$ cat config.mk
export PLATFORM = sky130hd
export DESIGN_NAME = ufc_top
export DESIGN_NICKNAME = d
export VERILOG_FILES = /design/src/core/ufc_pkg.sv /design/src/core/ufc_top.sv
export SDC_FILE = /design/constraint.sdc
export NUM_CORES = 1
export LEC_CHECK = 0
export BUFFER_PORTS_ARGS = -buffer_cell sky130_fd_sc_hd__buf_2
export CORE_AREA = 2 2 163 165
export DETAILED_ROUTE_END_ITERATION = 12
export DIE_AREA = 0 0 165 167
export PLACE_DENSITY = 0.78
export SLEW_MARGIN = 20
export SYNTH_ARGS = -nofsm -noshare
export SYNTH_HDL_FRONTEND = slang
export SYNTH_HIERARCHICAL = 1
export SYNTH_SLANG_ARGS = --single-unit
$ cat constraint.sdc
create_clock -name clk -period 6.7 [get_ports clk]
set_input_delay 0.335 -clock clk [delete_from_list [all_inputs] [get_ports clk]]
set_output_delay 0.335 -clock clk [all_outputs]
set_load 0.01 [all_outputs]
$ cat src/core/ufc_pkg.sv
/*
  Constants and types for the UART queue control block: the shared
  control/identification address, control fields, reset values and
  receive thresholds.
  Assumes a byte-wide I/O space and a single system clock.
*/
package ufc_pkg;

  // Shared control / identification address per channel
  localparam logic [7:0] ADDR_CH0 = 8'hC2;
  localparam logic [7:0] ADDR_CH1 = 8'hD2;

  // Control field positions
  localparam int POS_ENABLE = 0;
  localparam int POS_TX_FLUSH = 1;
  localparam int POS_RX_FLUSH = 2;
  localparam int POS_RX_THRESHOLD_SELECT_LO = 6;

  // Value after reset: queues enabled, threshold of one byte
  localparam logic [7:0] CTRL_RESET = 8'h01;
  localparam logic ENABLE_RESET = 1'h1;
  localparam logic [1:0] RX_THRESHOLD_SELECT_RESET = 2'h0;

  // Queue capacity when enabled and when acting as a holding byte
  localparam logic [4:0] QUEUE_DEPTH = 5'h10;
  localparam logic [4:0] SINGLE_DEPTH = 5'h01;
  localparam logic [4:0] COUNT_RESET = 5'h00;

  // Receive thresholds per trigger code
  localparam logic [4:0] THR_CODE0 = 5'h01;
  localparam logic [4:0] THR_CODE1 = 5'h04;
  localparam logic [4:0] THR_CODE2 = 5'h08;
  localparam logic [4:0] THR_CODE3 = 5'h0E;

  // Identification read: queue state in bits 7:6
  localparam logic [1:0] STS_ON = 2'h3;
  localparam logic [1:0] STS_OFF = 2'h0;

  typedef struct packed {
    logic [1:0] rx_threshold_select;
    logic [2:0] reserved;
    logic rx_queue_flush;
    logic tx_queue_flush;
    logic queue_enable;
  } ufc_ctrl_t;

endpackage

$ cat src/core/ufc_top.sv
/*
  UART queue control: write-only control register sharing its I/O
  address with the interrupt identification read, plus the transmit and
  receive byte queues it steers and the receive threshold interrupt.
  Assumes the I/O strobes, serial side and identification logic all run
  on clk; pops answer one cycle later.
*/
// Operation
// Trigger code 00 means one byte, code 01 means four bytes.
// Trigger code 10 means eight bytes, code 11 means fourteen bytes.
// Receive data interrupt rises once receive count reaches the threshold.
// Threshold choice and transmit flush act only while queues are enabled.
// Writing 1 to bit 1 empties transmit queue; 0 does nothing.
// Writing 1 to bit 2 empties receive queue; 0 does nothing.
// Bit 0 enables both queues; clear means one-byte holding buffers.
// Control is write-only; reads at its address return identification.
// Shared location is C2h for channel zero, D2h for channel one.
// Software writes zeros to bits 5:3; the device ignores them.

module ufc_queue (
  // Clock and reset
  input wire logic clk,
  input wire logic reset,
  // Control
  input wire logic flush,
  input wire logic single,
  // Fill side
  input wire logic push,
  input wire logic [7:0] push_data,
  // Drain side
  input wire logic pop,
  output logic [7:0] pop_data_r,
  output logic pop_valid_r,
  output logic [4:0] count_r
);
  logic [7:0] mem [0:15];
  logic [3:0] wr_ptr_r;
  logic [3:0] rd_ptr_r;
  wire [4:0] cap = single ? ufc_pkg::SINGLE_DEPTH : ufc_pkg::QUEUE_DEPTH;
  wire do_push = push && (count_r < cap);
  wire do_pop = pop && (count_r != ufc_pkg::COUNT_RESET);
  wire [4:0] count_nxt = do_push && !do_pop ? count_r + 5'h01 :
                         do_pop && !do_push ? count_r - 5'h01 : count_r;

  always_ff @(posedge clk) begin
    if (do_push && !flush) begin
      mem[wr_ptr_r] <= push_data;
    end
  end

  always_ff @(posedge clk or posedge reset) begin
    if (reset) begin
      wr_ptr_r <= 4'h0;
      rd_ptr_r <= 4'h0;
      count_r <= ufc_pkg::COUNT_RESET;
      pop_data_r <= 8'h00;
      pop_valid_r <= 1'b0;
    end else if (flush) begin
      wr_ptr_r <= 4'h0;
      rd_ptr_r <= 4'h0;
      count_r <= ufc_pkg::COUNT_RESET;
      pop_valid_r <= 1'b0;
    end else begin
      wr_ptr_r <= do_push ? wr_ptr_r + 4'h1 : wr_ptr_r;
      rd_ptr_r <= do_pop ? rd_ptr_r + 4'h1 : rd_ptr_r;
      count_r <= count_nxt;
      pop_valid_r <= do_pop;
      if (do_pop) begin
        pop_data_r <= mem[rd_ptr_r];
      end
    end
  end
endmodule

module ufc_top #(
  parameter bit CHANNEL = 1'b0
) (
  // Clock and reset
  input wire logic clk,
  input wire logic reset,
  // Processor I/O port
  input wire logic [7:0] io_addr,
  input wire logic io_wr,
  input wire logic io_rd,
  input wire logic [7:0] io_wdata,
  output logic [7:0] io_rdata_r,
  // Interrupt identification from the interrupt logic
  input wire logic [2:0] int_code,
  input wire logic int_none,
  // Transmit queue
  input wire logic tx_push,
  input wire logic [7:0] tx_push_data,
  input wire logic tx_pop,
  output logic [7:0] tx_data_r,
  output logic tx_valid_r,
  output logic [4:0] tx_count_r,
  // Receive queue
  input wire logic rx_push,
  input wire logic [7:0] rx_push_data,
  input wire logic rx_pop,
  output logic [7:0] rx_data_r,
  output logic rx_valid_r,
  output logic [4:0] rx_count_r,
  // Receive data interrupt and queue state
  output logic rx_irq_r,
  output logic queue_enable_r
);
  logic [1:0] rx_threshold_select_r;

  // Channel address select
  wire [7:0] my_addr = CHANNEL ? ufc_pkg::ADDR_CH1 : ufc_pkg::ADDR_CH0;
  wire hit = io_addr == my_addr;
  // Writes go to control
  wire wr_hit = io_wr && hit;
  wire rd_hit = io_rd && hit;
  // Bits 5:3 are never looked at
  wire ufc_pkg::ufc_ctrl_t wctl = ufc_pkg::ufc_ctrl_t'(io_wdata);
  // Turning the queues on or off empties both
  wire mode_change = wr_hit && (wctl.queue_enable != queue_enable_r);
  // Transmit flush gated by enable
  wire tx_flush = (wr_hit && wctl.tx_queue_flush && wctl.queue_enable) || mode_change;
  // Receive flush on bit 2
  wire rx_flush = (wr_hit && wctl.rx_queue_flush) || mode_change;

  // Threshold decode
  wire [4:0] threshold = rx_threshold_select_r == 2'h0 ? ufc_pkg::THR_CODE0 :
                         rx_threshold_select_r == 2'h1 ? ufc_pkg::THR_CODE1 :
                         rx_threshold_select_r == 2'h2 ? ufc_pkg::THR_CODE2 : ufc_pkg::THR_CODE3;
  // Threshold only while enabled
  wire irq_nxt = queue_enable_r ? (rx_count_r >= threshold) : (rx_count_r != ufc_pkg::COUNT_RESET);
  // Identification read value
  wire [7:0] rdata_nxt = {queue_enable_r ? ufc_pkg::STS_ON : ufc_pkg::STS_OFF, 2'h0, int_code, int_none};

  always_ff @(posedge clk or posedge reset) begin
    if (reset) begin
      queue_enable_r <= ufc_pkg::ENABLE_RESET;
      rx_threshold_select_r <= ufc_pkg::RX_THRESHOLD_SELECT_RESET;
      rx_irq_r <= 1'b0;
      io_rdata_r <= 8'h00;
    end else begin
      if (wr_hit) begin
        queue_enable_r <= wctl.queue_enable;
        rx_threshold_select_r <= wctl.rx_threshold_select;
      end
      rx_irq_r <= irq_nxt;
      if (rd_hit) begin
        io_rdata_r <= rdata_nxt;
      end
    end
  end

  // Holding byte when disabled
  ufc_queue u_tx (
    .clk(clk),
    .reset(reset),
    .flush(tx_flush),
    .single(!queue_enable_r),
    .push(tx_push),
    .push_data(tx_push_data),
    .pop(tx_pop),
    .pop_data_r(tx_data_r),
    .pop_valid_r(tx_valid_r),
    .count_r(tx_count_r)
  );

  ufc_queue u_rx (
    .clk(clk),
    .reset(reset),
    .flush(rx_flush),
    .single(!queue_enable_r),
    .push(rx_push),
    .push_data(rx_push_data),
    .pop(rx_pop),
    .pop_data_r(rx_data_r),
    .pop_valid_r(rx_valid_r),
    .count_r(rx_count_r)
  );
endmodule

== Word level (Yosys, flattened, before mapping) ==
Memory sizes are Yosys's and may differ from the RTL's. A register that Yosys moved wholly into a read port is not among the register bits.
Index checks and enable logic that the tools add are counted.

* Register bits after elaboration: 38
* Memories: 2
* Bits in writable memories: 256
* Word-level logic and storage cells: 92
* Bits of input ports: 44
* Output and inout bits: 38

{| class="wikitable"
|+ Memory list
! name !! depth !! bits a word !! rd ports !! clocked after Yosys merged registers in !! write ports !! line !! RTL
|-
| u_rx.mem || 16 || 8 || 1 || 1 || 1 || ufc_top.sv:36 || <nowiki>logic [7:0] mem [0:15];</nowiki>
|-
| u_tx.mem || 16 || 8 || 1 || 1 || 1 || ufc_top.sv:36 ||
|}

* Mux-type cells: 26
* Bitwise logic cells: 2
* Eq/ne operators: 4
* Add/subtract/negate cells: 8
* $lt $le $gt $ge: 3
* Reduce and logical (&&, ||, !) cells: 35

{| class="wikitable"
|+ Operators with widths
! kind !! count
|-
| $mux W4 || 10
|-
| $mux W5 || 7
|-
| $add A4 B1 Y4 const B || 4
|-
| $logic_and A1 B1 Y1 || 16
|-
| $add A5 B1 Y5 const B || 2
|-
| $lt A5 B5 Y1 || 2
|-
| $reduce_bool A5 Y1 || 2
|-
| $sub A5 B1 Y5 const B || 2
|-
| $eq A8 B8 Y1 const B || 1
|-
| $reduce_bool A2 Y1 || 4
|-
| $mux W1 || 7
|-
| $logic_not A1 Y1 || 6
|-
| $reduce_bool A3 Y1 || 2
|-
| $ge A5 B4 Y1 || 1
|-
| $reduce_and A2 Y1 || 2
|-
| $mux W3 || 1
|-
| $eq A2 B1 Y1 const B || 1
|-
| $eq A2 B2 Y1 const B || 1
|-
| $logic_not A2 Y1 || 1
|-
| $logic_or A1 B1 Y1 || 2
|-
| $mux W2 || 1
|-
| $not A1 Y1 || 2
|-
| $ne A1 B1 Y1 || 1
|}

== Logic depth before layout (Yosys ltp) ==
Gate-level depths: netlist of the first run.

* Depth in word-level cells: 9
* Depth in mapped cells: 11
* Mapped depth without buffers: 10

== By module ==
The synthesis of the first run kept the hierarchy.

{| class="wikitable"
|+ Modules (own cells, without submodules)
! module !! instances !! area each (um2) !! seq. area each (um2) !! cells each
|-
| ufc_queue || 2 || 6110.9 || 4394.2 || 335
|-
| ufc_top || 1 || 546.8 || 226.5 || 50
|}

== Worst setup path after synthesis of the first run ==
Ideal clock, no wire load.

* Path type: register -> register
* Start: register queue_enable_r
* End: register u_tx.count_r[4]
* Library setup time: 0.133 ns
* Data required time: 6.567 ns
* Path buffers: 1
* Data arrival time: 2.834 ns
* Clock period less this slack: 2.967 ns
* Setup slack: 3.733 ns
* Stages on the path, launching flop included: 12
* Path through: dfstp_2 > inv_1 > ha_1 > nor3b_1 > a21o_1 > clkbuf_1 > nand2_1 > fa_1 > a21o_1 > a21oi_1 > nand4bb_1 > nand4_1

* Cells in the longest elaborated chain, start to end: 6
* Elaborated cells between the ends (all ways): 12
* Classes of those cells: order compare: 1; eq/ne: 1; mux: 3; reduce/logical: 7

{| class="wikitable"
|+ Ends and longest elaborated chain
! element !! line !! RTL
|-
| start: declaration || ufc_top.sv:106 || <nowiki>output logic queue_enable_r</nowiki>
|-
| start signal: assignment || ufc_top.sv:136 || <nowiki>queue_enable_r <= ufc_pkg::ENABLE_RESET;</nowiki>
|-
| start signal: assignment || ufc_top.sv:142 || <nowiki>queue_enable_r <= wctl.queue_enable;</nowiki>
|-
| $mux W5 || ufc_top.sv:39 || <nowiki>wire [4:0] cap = single ? ufc_pkg::SINGLE_DEPTH : ufc_pkg::QUEUE_DEPTH;</nowiki>
|-
| $lt A5 B5 Y1 || ufc_top.sv:40 || <nowiki>wire do_push = push && (count_r < cap);</nowiki>
|-
| $logic_and A1 B1 Y1 || ufc_top.sv:40 ||
|-
| $logic_and A1 B1 Y1 / $logic_not A1 Y1 (equally long branches) || ufc_top.sv:42, ufc_top.sv:43 ||
|-
| $mux W5 / $logic_and A1 B1 Y1 (equally long branches) || ufc_top.sv:42, ufc_top.sv:43 ||
|-
| $mux W5 / $reduce_bool A3 Y1 (equally long branches) || -- ||
|-
| end signal: assignment || ufc_top.sv:55 || <nowiki>count_r <= ufc_pkg::COUNT_RESET;</nowiki>
|-
| end signal: assignment || ufc_top.sv:61 || <nowiki>count_r <= ufc_pkg::COUNT_RESET;</nowiki>
|-
| end signal: assignment || ufc_top.sv:66 || <nowiki>count_r <= count_nxt;</nowiki>
|-
| end: declaration || ufc_top.sv:34 || <nowiki>output logic [4:0] count_r</nowiki>
|}

Parallel ways exist; a longest one is shown, timed or not.
A chain may end at the register's enable or synchronous reset.

== Worst setup path after layout of the first run ==
* Start: register queue_enable_r
* End: register u_rx.count_r[4]

* Cells in the longest elaborated chain, start to end: 6
* Elaborated cells between the ends (all ways): 12
* Classes of those cells: order compare: 1; eq/ne: 1; mux: 3; reduce/logical: 7

{| class="wikitable"
|+ Ends and longest elaborated chain
! element !! line
|-
| $mux W5 || ufc_top.sv:39
|-
| $lt A5 B5 Y1 || ufc_top.sv:40
|-
| $logic_and A1 B1 Y1 || ufc_top.sv:40
|-
| $logic_and A1 B1 Y1 / $logic_not A1 Y1 (equally long branches) || ufc_top.sv:42, ufc_top.sv:43
|-
| $mux W5 / $logic_and A1 B1 Y1 (equally long branches) || ufc_top.sv:42, ufc_top.sv:43
|-
| $mux W5 / $reduce_bool A3 Y1 (equally long branches) || --
|-
| end signal: assignment || ufc_top.sv:55
|-
| end signal: assignment || ufc_top.sv:61
|-
| end signal: assignment || ufc_top.sv:66
|-
| end: declaration || ufc_top.sv:34
|}

Parallel ways exist; a longest one is shown, timed or not.

==> results of run 1 <==
-- registers in the layout, summed over array words and instances, names as in the netlist --
signal and count:
u_tx/wr_ptr_r 4, u_tx/mem 128, u_rx/count_r 5, rx_threshold_select_r 2, io_rdata_r 5, u_tx/pop_data_r 8, u_rx/mem 128, queue_enable_r 1
u_rx/wr_ptr_r 4, rx_irq_r 1, u_tx/pop_valid_r 1, u_rx/pop_valid_r 1, u_tx/count_r 5, u_rx/rd_ptr_r 4, u_rx/pop_data_r 8, u_tx/rd_ptr_r 4
-- per-layer routing --
| metal | part of all wire | track usage | wire length [um] | up-vias |
|---|---|---|---|---|
| met4 | 0.021 | 0.04991 | 532 | 2 |
| met3 | 0.068 | 0.03587 | 1721 | 40 |
| met5 | 0.00032 | 0 | 8 | - |
| met1 | 0.41 | 0.2517 | 10300 | 3464 |
| met2 | 0.50 | 0.3047 | 12760 | 257 |
| li1 | - | - | - | 3008 |
-- where the power goes --
part	total, mW	internal (mW)	leakage, nW	switching [mW]
combinational	1.71	0.823	1.63	0.890
clock	1.62	0.937	0.460	0.686
sequential	2.50	2.29	2.93	0.207
total	5.83	4.05	5.02	1.78
-- logic make-up (layout without fill, tap and decap cells) --
| group | after synthesis | count (layout) |
|---|---|---|
| compound gates | 91 | 91 |
| xor+xnor | 12 | 12 |
| fa+ha+maj | 26 | 26 |
| buf+inv | 57 | 161 |
| flops | 309 | 309 |
| mux | 98 | 98 |
| other cells | 1 | 3 |
| simple gates | 126 | 126 |
-- cells in the mapped netlist (3+ instances only) --
master and number:
a21o_1 4, o22ai_1 32, clkbuf_1 16, nand2b_1 3
mux2i_1 8, buf_4 3, ha_1 24, and3_1 4
or3_1 6, o2111ai_1 4, or4_1 3, buf_1 6
edfxtp_1 256, nand3_1 6, a21oi_1 29, or2_2 3
mux2_2 22, o211ai_1 5, inv_1 18, dfrtp_1 52
xor2_1 8, o21ai_0 6, nand2_1 29, nor2_1 51
mux4_2 64, buf_2 14
-- worst min-delay path by stage --
stage | start | end | slack, ns | cells after the start
after floorplan | reset | io_rdata_r[0] | 0.16 | 1
after global placement | reset | io_rdata_r[1] | 0.37 | 2
after detailed placement | reset | io_rdata_r[1] | 0.38 | 2
after CTS | int_none | io_rdata_r[0] | 0.001 | 2
after global routing | io_wdata[7] | rx_threshold_select_r[1] | 0.004 | 2
final | io_wdata[7] | rx_threshold_select_r[1] | 0.03 | 2
-- final cells by class --
| type | count | area (um^2) |
|---|---|---|
| Timing Repair Buffer | 87 | 478.0 |
| Tap cell | 335 | 419.2 |
| Sequential cell | 309 | 9017 |
| Antenna cell | 1 | 2.502 |
| Clock inverter | 9 | 81.33 |
| Multi-Input combinational cell | 355 | 3515 |
| Inverter | 18 | 67.56 |
| Fill cell | 1903 | 11310 |
| Clock buffer | 47 | 875.8 |
-- per-stage QoR --
stage,setup WS (ns),std cells,area (um^2),power [mW]
floorplan,3.733,721,12770,3.789
global placement,3.558,1098,13440,4.175
detailed placement,3.494,1098,13440,4.239
CTS,3.494,1158,14430,5.864
global route,3.273,1161,14460,6.135
finish,3.461,1161,14460,5.834
-- worst reg2reg max path, delay by kind of cell (launching register included) --
family,cells,cell delay (ns)
simple gates,4,0.80
compound gates,3,0.83
fa+ha+maj,2,0.75
flops,1,0.60
buf+inv,1,0.11
==> run metrics, run 1 <==
Worst EP required 7.09 ns; status completed; Syn Area/Cell 17.73 um^2; GRT Total Usage 0.1843; Clock Latency Late Sink 0.55 ns; Worst Path Arrival approximately 3.6 ns; most frequent cells in the layout edfxtp_1, buf_2, mux4_2; Worst Setup EP u_rx/count_r[4]; area of the die about 28000 um^2; WHS 0.02674 ns; family with the most delay on the worst path compound AO/OA/AOI/OAI gates; Pwr Density 403.6 nW/um^2; worst-margin pin slew 0.9864 ns; Max Slew Vio Count 0; first-pass GRT wire length 38460 um; Netlist cell types 52; slew margin rel. 0.3400; vias in the first global route between 6000 and 7000; total global routing overflow 0; pin count of the biggest net entering global routing 35; post-CTS setup buffer count 0; CTS Buffer Depth 3; TritonCTS buffer count 31; final core utilization 0.5611; Syn Inst Count 720; routability cong. 0.7243; # IOs 82; initial antenna violation count 2; Buf/Inv on CP 1; crit-path max cell delay ~0.60 ns; RSZ-0062 raised after global routing no; Syn. warnings 6; critical path class register to register; Synth Area in XOR/XNOR 0.009407; skew final 0.03483 ns; DR iter-0 viols around 700; die height 167 um; FFs w/ async S/R, synth 0.1715; Cell Rows 59; top_reg_cell synth edfxtp_1; Compound-Gate Fraction of Synth Area 0.04684; wire length per cell 21.81 um; max-capacitance violation count 0; main combinational cell family by area after synthesis multiplexers; Post-synth EDFFs 256; Synth Area in Adders 0.02665; worst r2r src queue_enable_r; cell repeated most along the worst path a21o_1; mux cell area share after synthesis 0.1427; Clk pin slew, worst setup/hold paths approximately 0.060 ns; share of the synthesized area in the top cell type 0.6021; CP Launch Point queue_enable_r; Die Wd 165 um; Post-Syn Area 12770 um^2; First-pass DRT Iterations 5; CTS resizes 0; Hold Path Class primary input to register; DP HPWL between 15000 and 20000 um; Fin. Hold Viols 0; Worst Path Max Fanout 9; Layout area overhead 13.22%; Tmin final around 3.2 ns; remaining antenna violation count after routing 0; Max Clock Freq 0.3087 GHz; hold buffer count at CTS 4; Initial Util 0.4956; port bufs 76; Total Negative Setup Slacks 0 ns; CTS root buf clkbuf_16; synthesis-stage register bit count 309; share of layout cells above drive strength 1 0.2764; CP max stage cell dfstp_2; via count 6771; most area-consuming cells after synthesis edfxtp_1, mux4_2, dfrtp_1, ha_1, mux2_2; Synth Area in Simple Gates 0.04909; crit-path cells inv_1 > ha_1 > nor3b_1 > a21o_1 > nand2_1 > fa_1 > a21o_1 > a21oi_1 > nand4bb_1 > nand4_1; htree depth 1; drt total wl 25320 um; CP Capture Type register; final setup fails 0; R2R depth 10; Synth area leader edfxtp_1; critical path startpoint category register; CTS sink count 309; drt via density 5.832; R2R Setup Slk 3.46 ns; Remaining DRCs 0; Crit path depth 10; VDD IR max 0.3399 mV; CTS tree built; core box area approximately 26000 um^2; final period utilization 0.4835; worst reg2reg path endpoint u_rx/count_r[4]; Leakage 5.019 nW; commonest non-fill, non-tap cell in the layout edfxtp_1; sequential share of the synthesized area 0.7060; layout net count between 800 and 900
(Power assumes the default switching activity.)
==> run 2: changes to the inputs <==
PLACE_DENSITY = 0.81   (was 0.78)
clock period = 2.9 ns   (was 6.7 ns; I/O delays follow)
==> run 2 against run 1 <==
Via count up 3.8%. Global-route usage rose by 0.34 points. Routed wire length grew 0.81%. Die area unchanged. Sequential power up 130%. First-iteration DRC count shrank 18%. Hold slack improved by 0.0059 ns.
==> run metrics, run 2 (synthesized netlist as in run 1, its figures left out) <==
CP Capture Type register (unchanged); vias in the first global route 7064 (was 6904); TritonCTS buffer count 31 (unchanged); CTS root buf clkbuf_16 (unchanged); share of layout cells above drive strength 1 0.3112 (was 0.2764); crit-path max cell delay 0.75 ns (was 0.60 ns); drt total wl 25530 um (was 25320 um); CTS sink count 309 (unchanged); Worst EP required 3.07 ns (was 7.09 ns); DP HPWL 15860 um (was 15280 um); final core utilization 0.5868 (was 0.5611); Int Pwr 9.824 mW (was 4.051 mW); area of the die 27560 um^2 (unchanged); Initial Util 0.4956 (unchanged); Fin. Hold Viols 0 (unchanged); CTS Buffer Depth 3 (unchanged); share of total power in combinational logic 0.306 (was 0.294); area occupied by multi-input gates 3537 um^2 (was 3515 um^2); wire length per cell 20.86 um (was 21.81 um); Hold Path Class primary input to register (unchanged); routability cong. 0.7684 (was 0.7243); min-delay src tx_pop (was io_wdata[7]); critical path startpoint category register (unchanged); # IOs 82 (unchanged); skew final 0.01228 ns (was 0.03483 ns); Sw Pwr 4.234 mW (was 1.783 mW); Worst Path Arrival 2.90 ns (was 3.63 ns); cell area after layout 15120 um^2 (was 14460 um^2); via count 7025 (was 6771); placed cell areas 13720 um^2 (was 13440 um^2); htree depth 1 (unchanged); storage element area 9017 um^2 (unchanged); pin count of the biggest net entering global routing 23 (was 35); Crit path depth 7 (was 10); layout net count 932 (was 872); Top Registers u_rx/mem x128, u_tx/mem x128 (unchanged); total global routing overflow 0 (unchanged); most frequent cells in the layout edfxtp_1, buf_2, mux4_2 (unchanged); Layout area overhead 18.40% (was 13.22%); slew margin rel. 0.3538 (was 0.3400); final setup fails 0 (unchanged); WHS Endpoint u_tx/rd_ptr_r[2] (was rx_threshold_select_r[1]); GRT Total Usage 0.1878 (was 0.1843); remaining antenna violation count after routing 0 (unchanged); worst r2r src queue_enable_r (unchanged); drt via density 5.739 (was 5.832); sw frac 0.3012 (was 0.3056); Max Slew Vio Count 0 (unchanged); status completed (unchanged); Clock Latency Late Sink 0.55 ns (about the same); first-pass GRT wire length 39580 um (was 38460 um); Remaining DRCs 0 (unchanged); sequential power share 0.409 (was 0.428); worst hold stages 4 (was 2); FILL cells 1824 (was 1903); Pwr Density 929.9 nW/um^2 (was 403.6 nW/um^2); First-pass DRT Iterations 5 (unchanged); Clk pin slew, worst setup/hold paths 0.06 ns (about the same); worst reg2reg path endpoint u_tx/mem[9][1] (was u_rx/count_r[4]); initial antenna violation count 3 (was 2); VDD IR max 0.7108 mV (was 0.3399 mV); R2R Setup Slk 0.17 ns (was 3.46 ns); R2R depth 7 (was 10); post-CTS setup buffer count 0 (unchanged); DR iter-0 viols 569 (was 698); Cell Rows 59 (unchanged); die height 167 um (unchanged); max-capacitance violation count 0 (unchanged); CP max stage cell nor2_1 (was dfstp_2); Die Wd 165 um (unchanged); port bufs 76 (unchanged); commonest non-fill, non-tap cell in the layout edfxtp_1 (unchanged); Leakage 5.396 nW (was 5.019 nW); final period utilization 0.9410 (was 0.4835); family with the most delay on the worst path simple AND/OR/NAND/NOR gates (was compound AO/OA/AOI/OAI gates); crit-path cells inv_1 > ha_1 > nor3b_2 > a21o_1 > buf_4 > nand2_1 > nor2_1 (was inv_1 > ha_1 > nor3b_1 > a21o_1 > nand2_1 > fa_1 > a21o_1 > a21oi_1 > nand4bb_1 > nand4_1); Tmin final 2.729 ns (was 3.239 ns); Buf/Inv on CP 2 (was 1); CTS tree built (unchanged); clock share of power 0.286 (was 0.278); core box area 25760 um^2 (unchanged); Worst Path Max Fanout 8 (was 9); critical path class register to register (unchanged); Max Clock Freq 0.3664 GHz (was 0.3087 GHz); worst-margin pin slew 0.9657 ns (was 0.9864 ns)
## run 2: worst max-delay path by stage
| stage | start | endpoint | slack, ns |
|---|---|---|---|
| floorplan | queue_enable_r | u_tx/count_r[4] | 0.05 |
| global placement | queue_enable_r | u_tx/count_r[4] | 0.16 |
| detailed placement | queue_enable_r | u_rx/mem[3][0] | 0.02 |
| CTS | queue_enable_r | u_tx/count_r[4] | 0.05 |
| global route | queue_enable_r | u_rx/count_r[4] | -0.01 |
| finish | queue_enable_r | u_tx/mem[9][1] | 0.17 |
## run 2: per-layer routing
layer,vias up,share of wire,global-route usage
li1,3133,-,-
met3,48,0.074,0.03462
met4,2,0.025,0.05784
met2,286,0.49,0.3038
met5,-,0.00027,0
met1,3556,0.41,0.2609
## run 2: worst min-delay path, delay by kind of cell
family | cells | cell delay, ns
xor+xnor | 1 | 0.07
compound gates | 1 | 0.10
buf+inv | 1 | 0.14
simple gates | 1 | 0.08
## run 2: final cells by class
| cell class | instances | area share |
|---|---|---|
| Sequential cell | 309 | 0.5965 |
| Multi-Input combinational cell | 355 | 0.2340 |
| Timing Repair Buffer | 147 | 0.06737 |
| Clock buffer | 43 | 0.05893 |
| Tap cell | 335 | 0.02772 |
| Clock inverter | 15 | 0.01076 |
| Inverter | 18 | 0.004469 |
| Antenna cell | 2 | 0.0003310 |
## run 2: power groups by stage
stage                     Combinational [mW]  Clock (mW)  Sequential [mW]
after global routing                    4.71        4.26             5.81
after detailed placement                4.20           0             5.83
after global placement                  4.06           0             5.81
final                                   4.30        4.01             5.74
after CTS                               4.29        4.09             5.75
after floorplan                         3.02           0             5.74
## run 2: repair_timing
action                     in CTS  in global routing
hold buffers                   32                  0
gates resized for setup         1                  5
hold endpoints to repair      304                  0
setup endpoints to repair       8                 58
## run 2: stage by stage
| stage | hold slack [ns] | setup slack, ns | setup TNS [ns] | total power, mW | instances |
|---|---|---|---|---|---|
| final | 0.03264 | 0.1711 | 0 | 14.06 | 1224 |
| after global routing | 0.03042 | -0.01096 | -0.01096 | 14.78 | 1224 |
| after CTS | 0.01102 | 0.04647 | 0 | 14.13 | 1222 |
| after detailed placement | 0.1593 | 0.01956 | 0 | 10.03 | 1132 |
| after global placement | 0.1502 | 0.1641 | 0 | 9.874 | 1132 |
| after floorplan | -0.02780 | 0.05260 | 0 | 8.756 | 721 |
==> run 3: changes to the inputs <==
CELL_PAD_IN_SITES_DETAIL_PLACEMENT = 0   (was not set)
CELL_PAD_IN_SITES_GLOBAL_PLACEMENT = 1   (was not set)
CORE_AREA = 2 2 168 170   (was 2 2 163 165)
DIE_AREA = 0 0 170 172   (was 0 0 165 167)
PLACE_DENSITY = 0.86   (was 0.81)
==> run 3 against run 2 <==
Non-clock buffer count fell by 14. Core utilization is 4.1 points lower. Power rose by 0.61%. Largest power group unchanged. Highest routed layer is now met4.
==> run metrics, run 3 (synthesized netlist as in run 1, its figures left out) <==
Worst EP required 3.29 ns (was 3.07 ns); Pwr Density 942.9 nW/um^2 (was 929.9 nW/um^2); First-pass DRT Iterations 5 (unchanged); VDD IR max 0.5362 mV (was 0.7108 mV); htree depth 2 (was 1); total global routing overflow 0 (unchanged); WHS 0.006310 ns (was 0.03264 ns); layout net count 921 (was 932); critical path startpoint category register (unchanged); GRT Total Usage 0.1738 (was 0.1878); DP HPWL 16130 um (was 15860 um); Fin. Hold Viols 0 (unchanged); slew margin rel. 0.3344 (was 0.3538); CP Capture Type register (unchanged); storage element area 9017 um^2 (unchanged); FILL cells 2102 (was 1824); area occupied by multi-input gates 3528 um^2 (was 3537 um^2); worst-margin pin slew 0.9973 ns (was 0.9657 ns); TritonCTS buffer count 34 (was 31); Max Slew Vio Count 0 (unchanged); Top Registers u_rx/mem x128, u_tx/mem x128 (unchanged); final period utilization 0.9245 (was 0.9410); status completed (unchanged); Worst Path Arrival 3.07 ns (was 2.90 ns); pin count of the biggest net entering global routing 24 (was 23); core box area 27480 um^2 (was 25760 um^2); final setup fails 0 (unchanged); Total Negative Setup Slacks 0 ns (unchanged); CTS tree built (unchanged); Leakage 5.336 nW (was 5.396 nW); first-pass GRT wire length 38590 um (was 39580 um); port bufs 76 (unchanged); Initial Util 0.4647 (was 0.4956); skew final 0.02010 ns (was 0.01228 ns); critical path class register to register (unchanged); most frequent cells in the layout edfxtp_1, buf_2, mux4_2 (unchanged); Tmin final 2.681 ns (was 2.729 ns); CTS Buffer Depth 3 (unchanged); CTS sink count 309 (unchanged); area of the die 29240 um^2 (was 27560 um^2); Layout area overhead 17.48% (was 18.40%); Die Wd 170 um (was 165 um); post-CTS setup buffer count 0 (unchanged); Clock Latency Late Sink 0.51 ns (was 0.55 ns); share of layout cells above drive strength 1 0.3128 (was 0.3112); via count 6851 (was 7025); drt via density 5.606 (was 5.739); Remaining DRCs 0 (unchanged); Cell Rows 61 (was 59); wire length per cell 20.69 um (was 20.86 um); n_diodes 0 (was 2); RSZ-0062 raised after global routing no; vias in the first global route 6875 (was 7064); DR iter-0 viols 650 (was 569); CTS root buf clkbuf_16 (unchanged); Max Clock Freq 0.3730 GHz (was 0.3664 GHz); drt total wl 25280 um (was 25530 um); remaining antenna violation count after routing 0 (unchanged); Clk pin slew, worst setup/hold paths 0.06 ns (about the same); commonest non-fill, non-tap cell in the layout edfxtp_1 (unchanged); die height 172 um (was 167 um); routability cong. 0.7455 (was 0.7684); Hold Path Class primary input to register (unchanged); max-capacitance violation count 0 (unchanged); # IOs 82 (unchanged); initial antenna violation count 0 (was 3); Worst Path Max Fanout 5 (was 8)
==> run 3: per-stage QoR <==
| stage | area (um^2) | util | worst slack, ns | instances | power (mW) |
|---|---|---|---|---|---|
| 2_1_floorplan | 12770 | - | 0.05260 | 721 | 8.756 |
| 3_3_place_gp | 13790 | 0.5019 | 0.1824 | 1151 | 9.911 |
| 3_5_place_dp | 13790 | 0.5019 | 0.09286 | 1151 | 10.03 |
| 4_1_cts | 14990 | 0.5454 | 0.08029 | 1222 | 14.24 |
| 5_1_grt | 15000 | 0.5459 | 0.01798 | 1222 | 14.88 |
| 6_report | 15000 | 0.5459 | 0.2190 | 1222 | 14.14 |
==> run 3: where the power goes <==
part           internal, mW  total [mW]  leakage [nW]  switching (mW)
Sequential             5.29        5.72          2.93           0.431
Clock                  2.47        4.16         0.528            1.70
Combinational          2.10        4.26          1.88            2.16
==> run 3: final timing paths <==
path | slack (ns) | startpoint | depth (start not counted) | to
setup / recovery | 0.22 | queue_enable_r | 10 | u_tx/count_r[4]
hold / removal | 0.006 | tx_push_data[0] | 1 | u_tx/mem[3][0]
setup reg to reg | 0.22 | queue_enable_r | 10 | u_tx/count_r[4]
hold reg to reg | 0.48 | io_rdata_r[3] | 1 | io_rdata_r[3]
max in group asynchronous | 1.77 | reset | 3 | u_tx/rd_ptr_r[2]
min in group asynchronous | 0.20 | reset | 3 | io_rdata_r[1]
==> run 3: cell type report <==
cell class | instances | share of cell area
Sequential cell | 309 | 0.6011
Multi-Input combinational cell | 355 | 0.2352
Clock buffer | 45 | 0.05947
Timing Repair Buffer | 133 | 0.05722
Tap cell | 346 | 0.02886
Clock inverter | 16 | 0.01360
Inverter | 18 | 0.004504
==> run 3: critical path, cell delays in order, from the launching register on <==
cell and delay, ns:
dfstp_2 0.52, inv_1 0.07, ha_1 0.31, nor3b_2 0.23
a21o_1 0.13, nand2_1 0.15, fa_1 0.44, a21o_1 0.19
a21oi_1 0.26, nand4bb_1 0.17, nand4_1 0.08
==> run 3: timing repair <==
item	4_1_cts	5_1_grt
endpoints found under the hold margin	79	0
endpoints found under the setup margin	0	2
resized for setup	0	3
hold buffers	10	0
==> run 3: per-layer routing <==
layer / wire length, um / track usage
met1: 10830 / 0.2374
met5: 0 / 0
met3: 1054 / 0.02495
met2: 13020 / 0.2957
met4: 377 / 0.04682
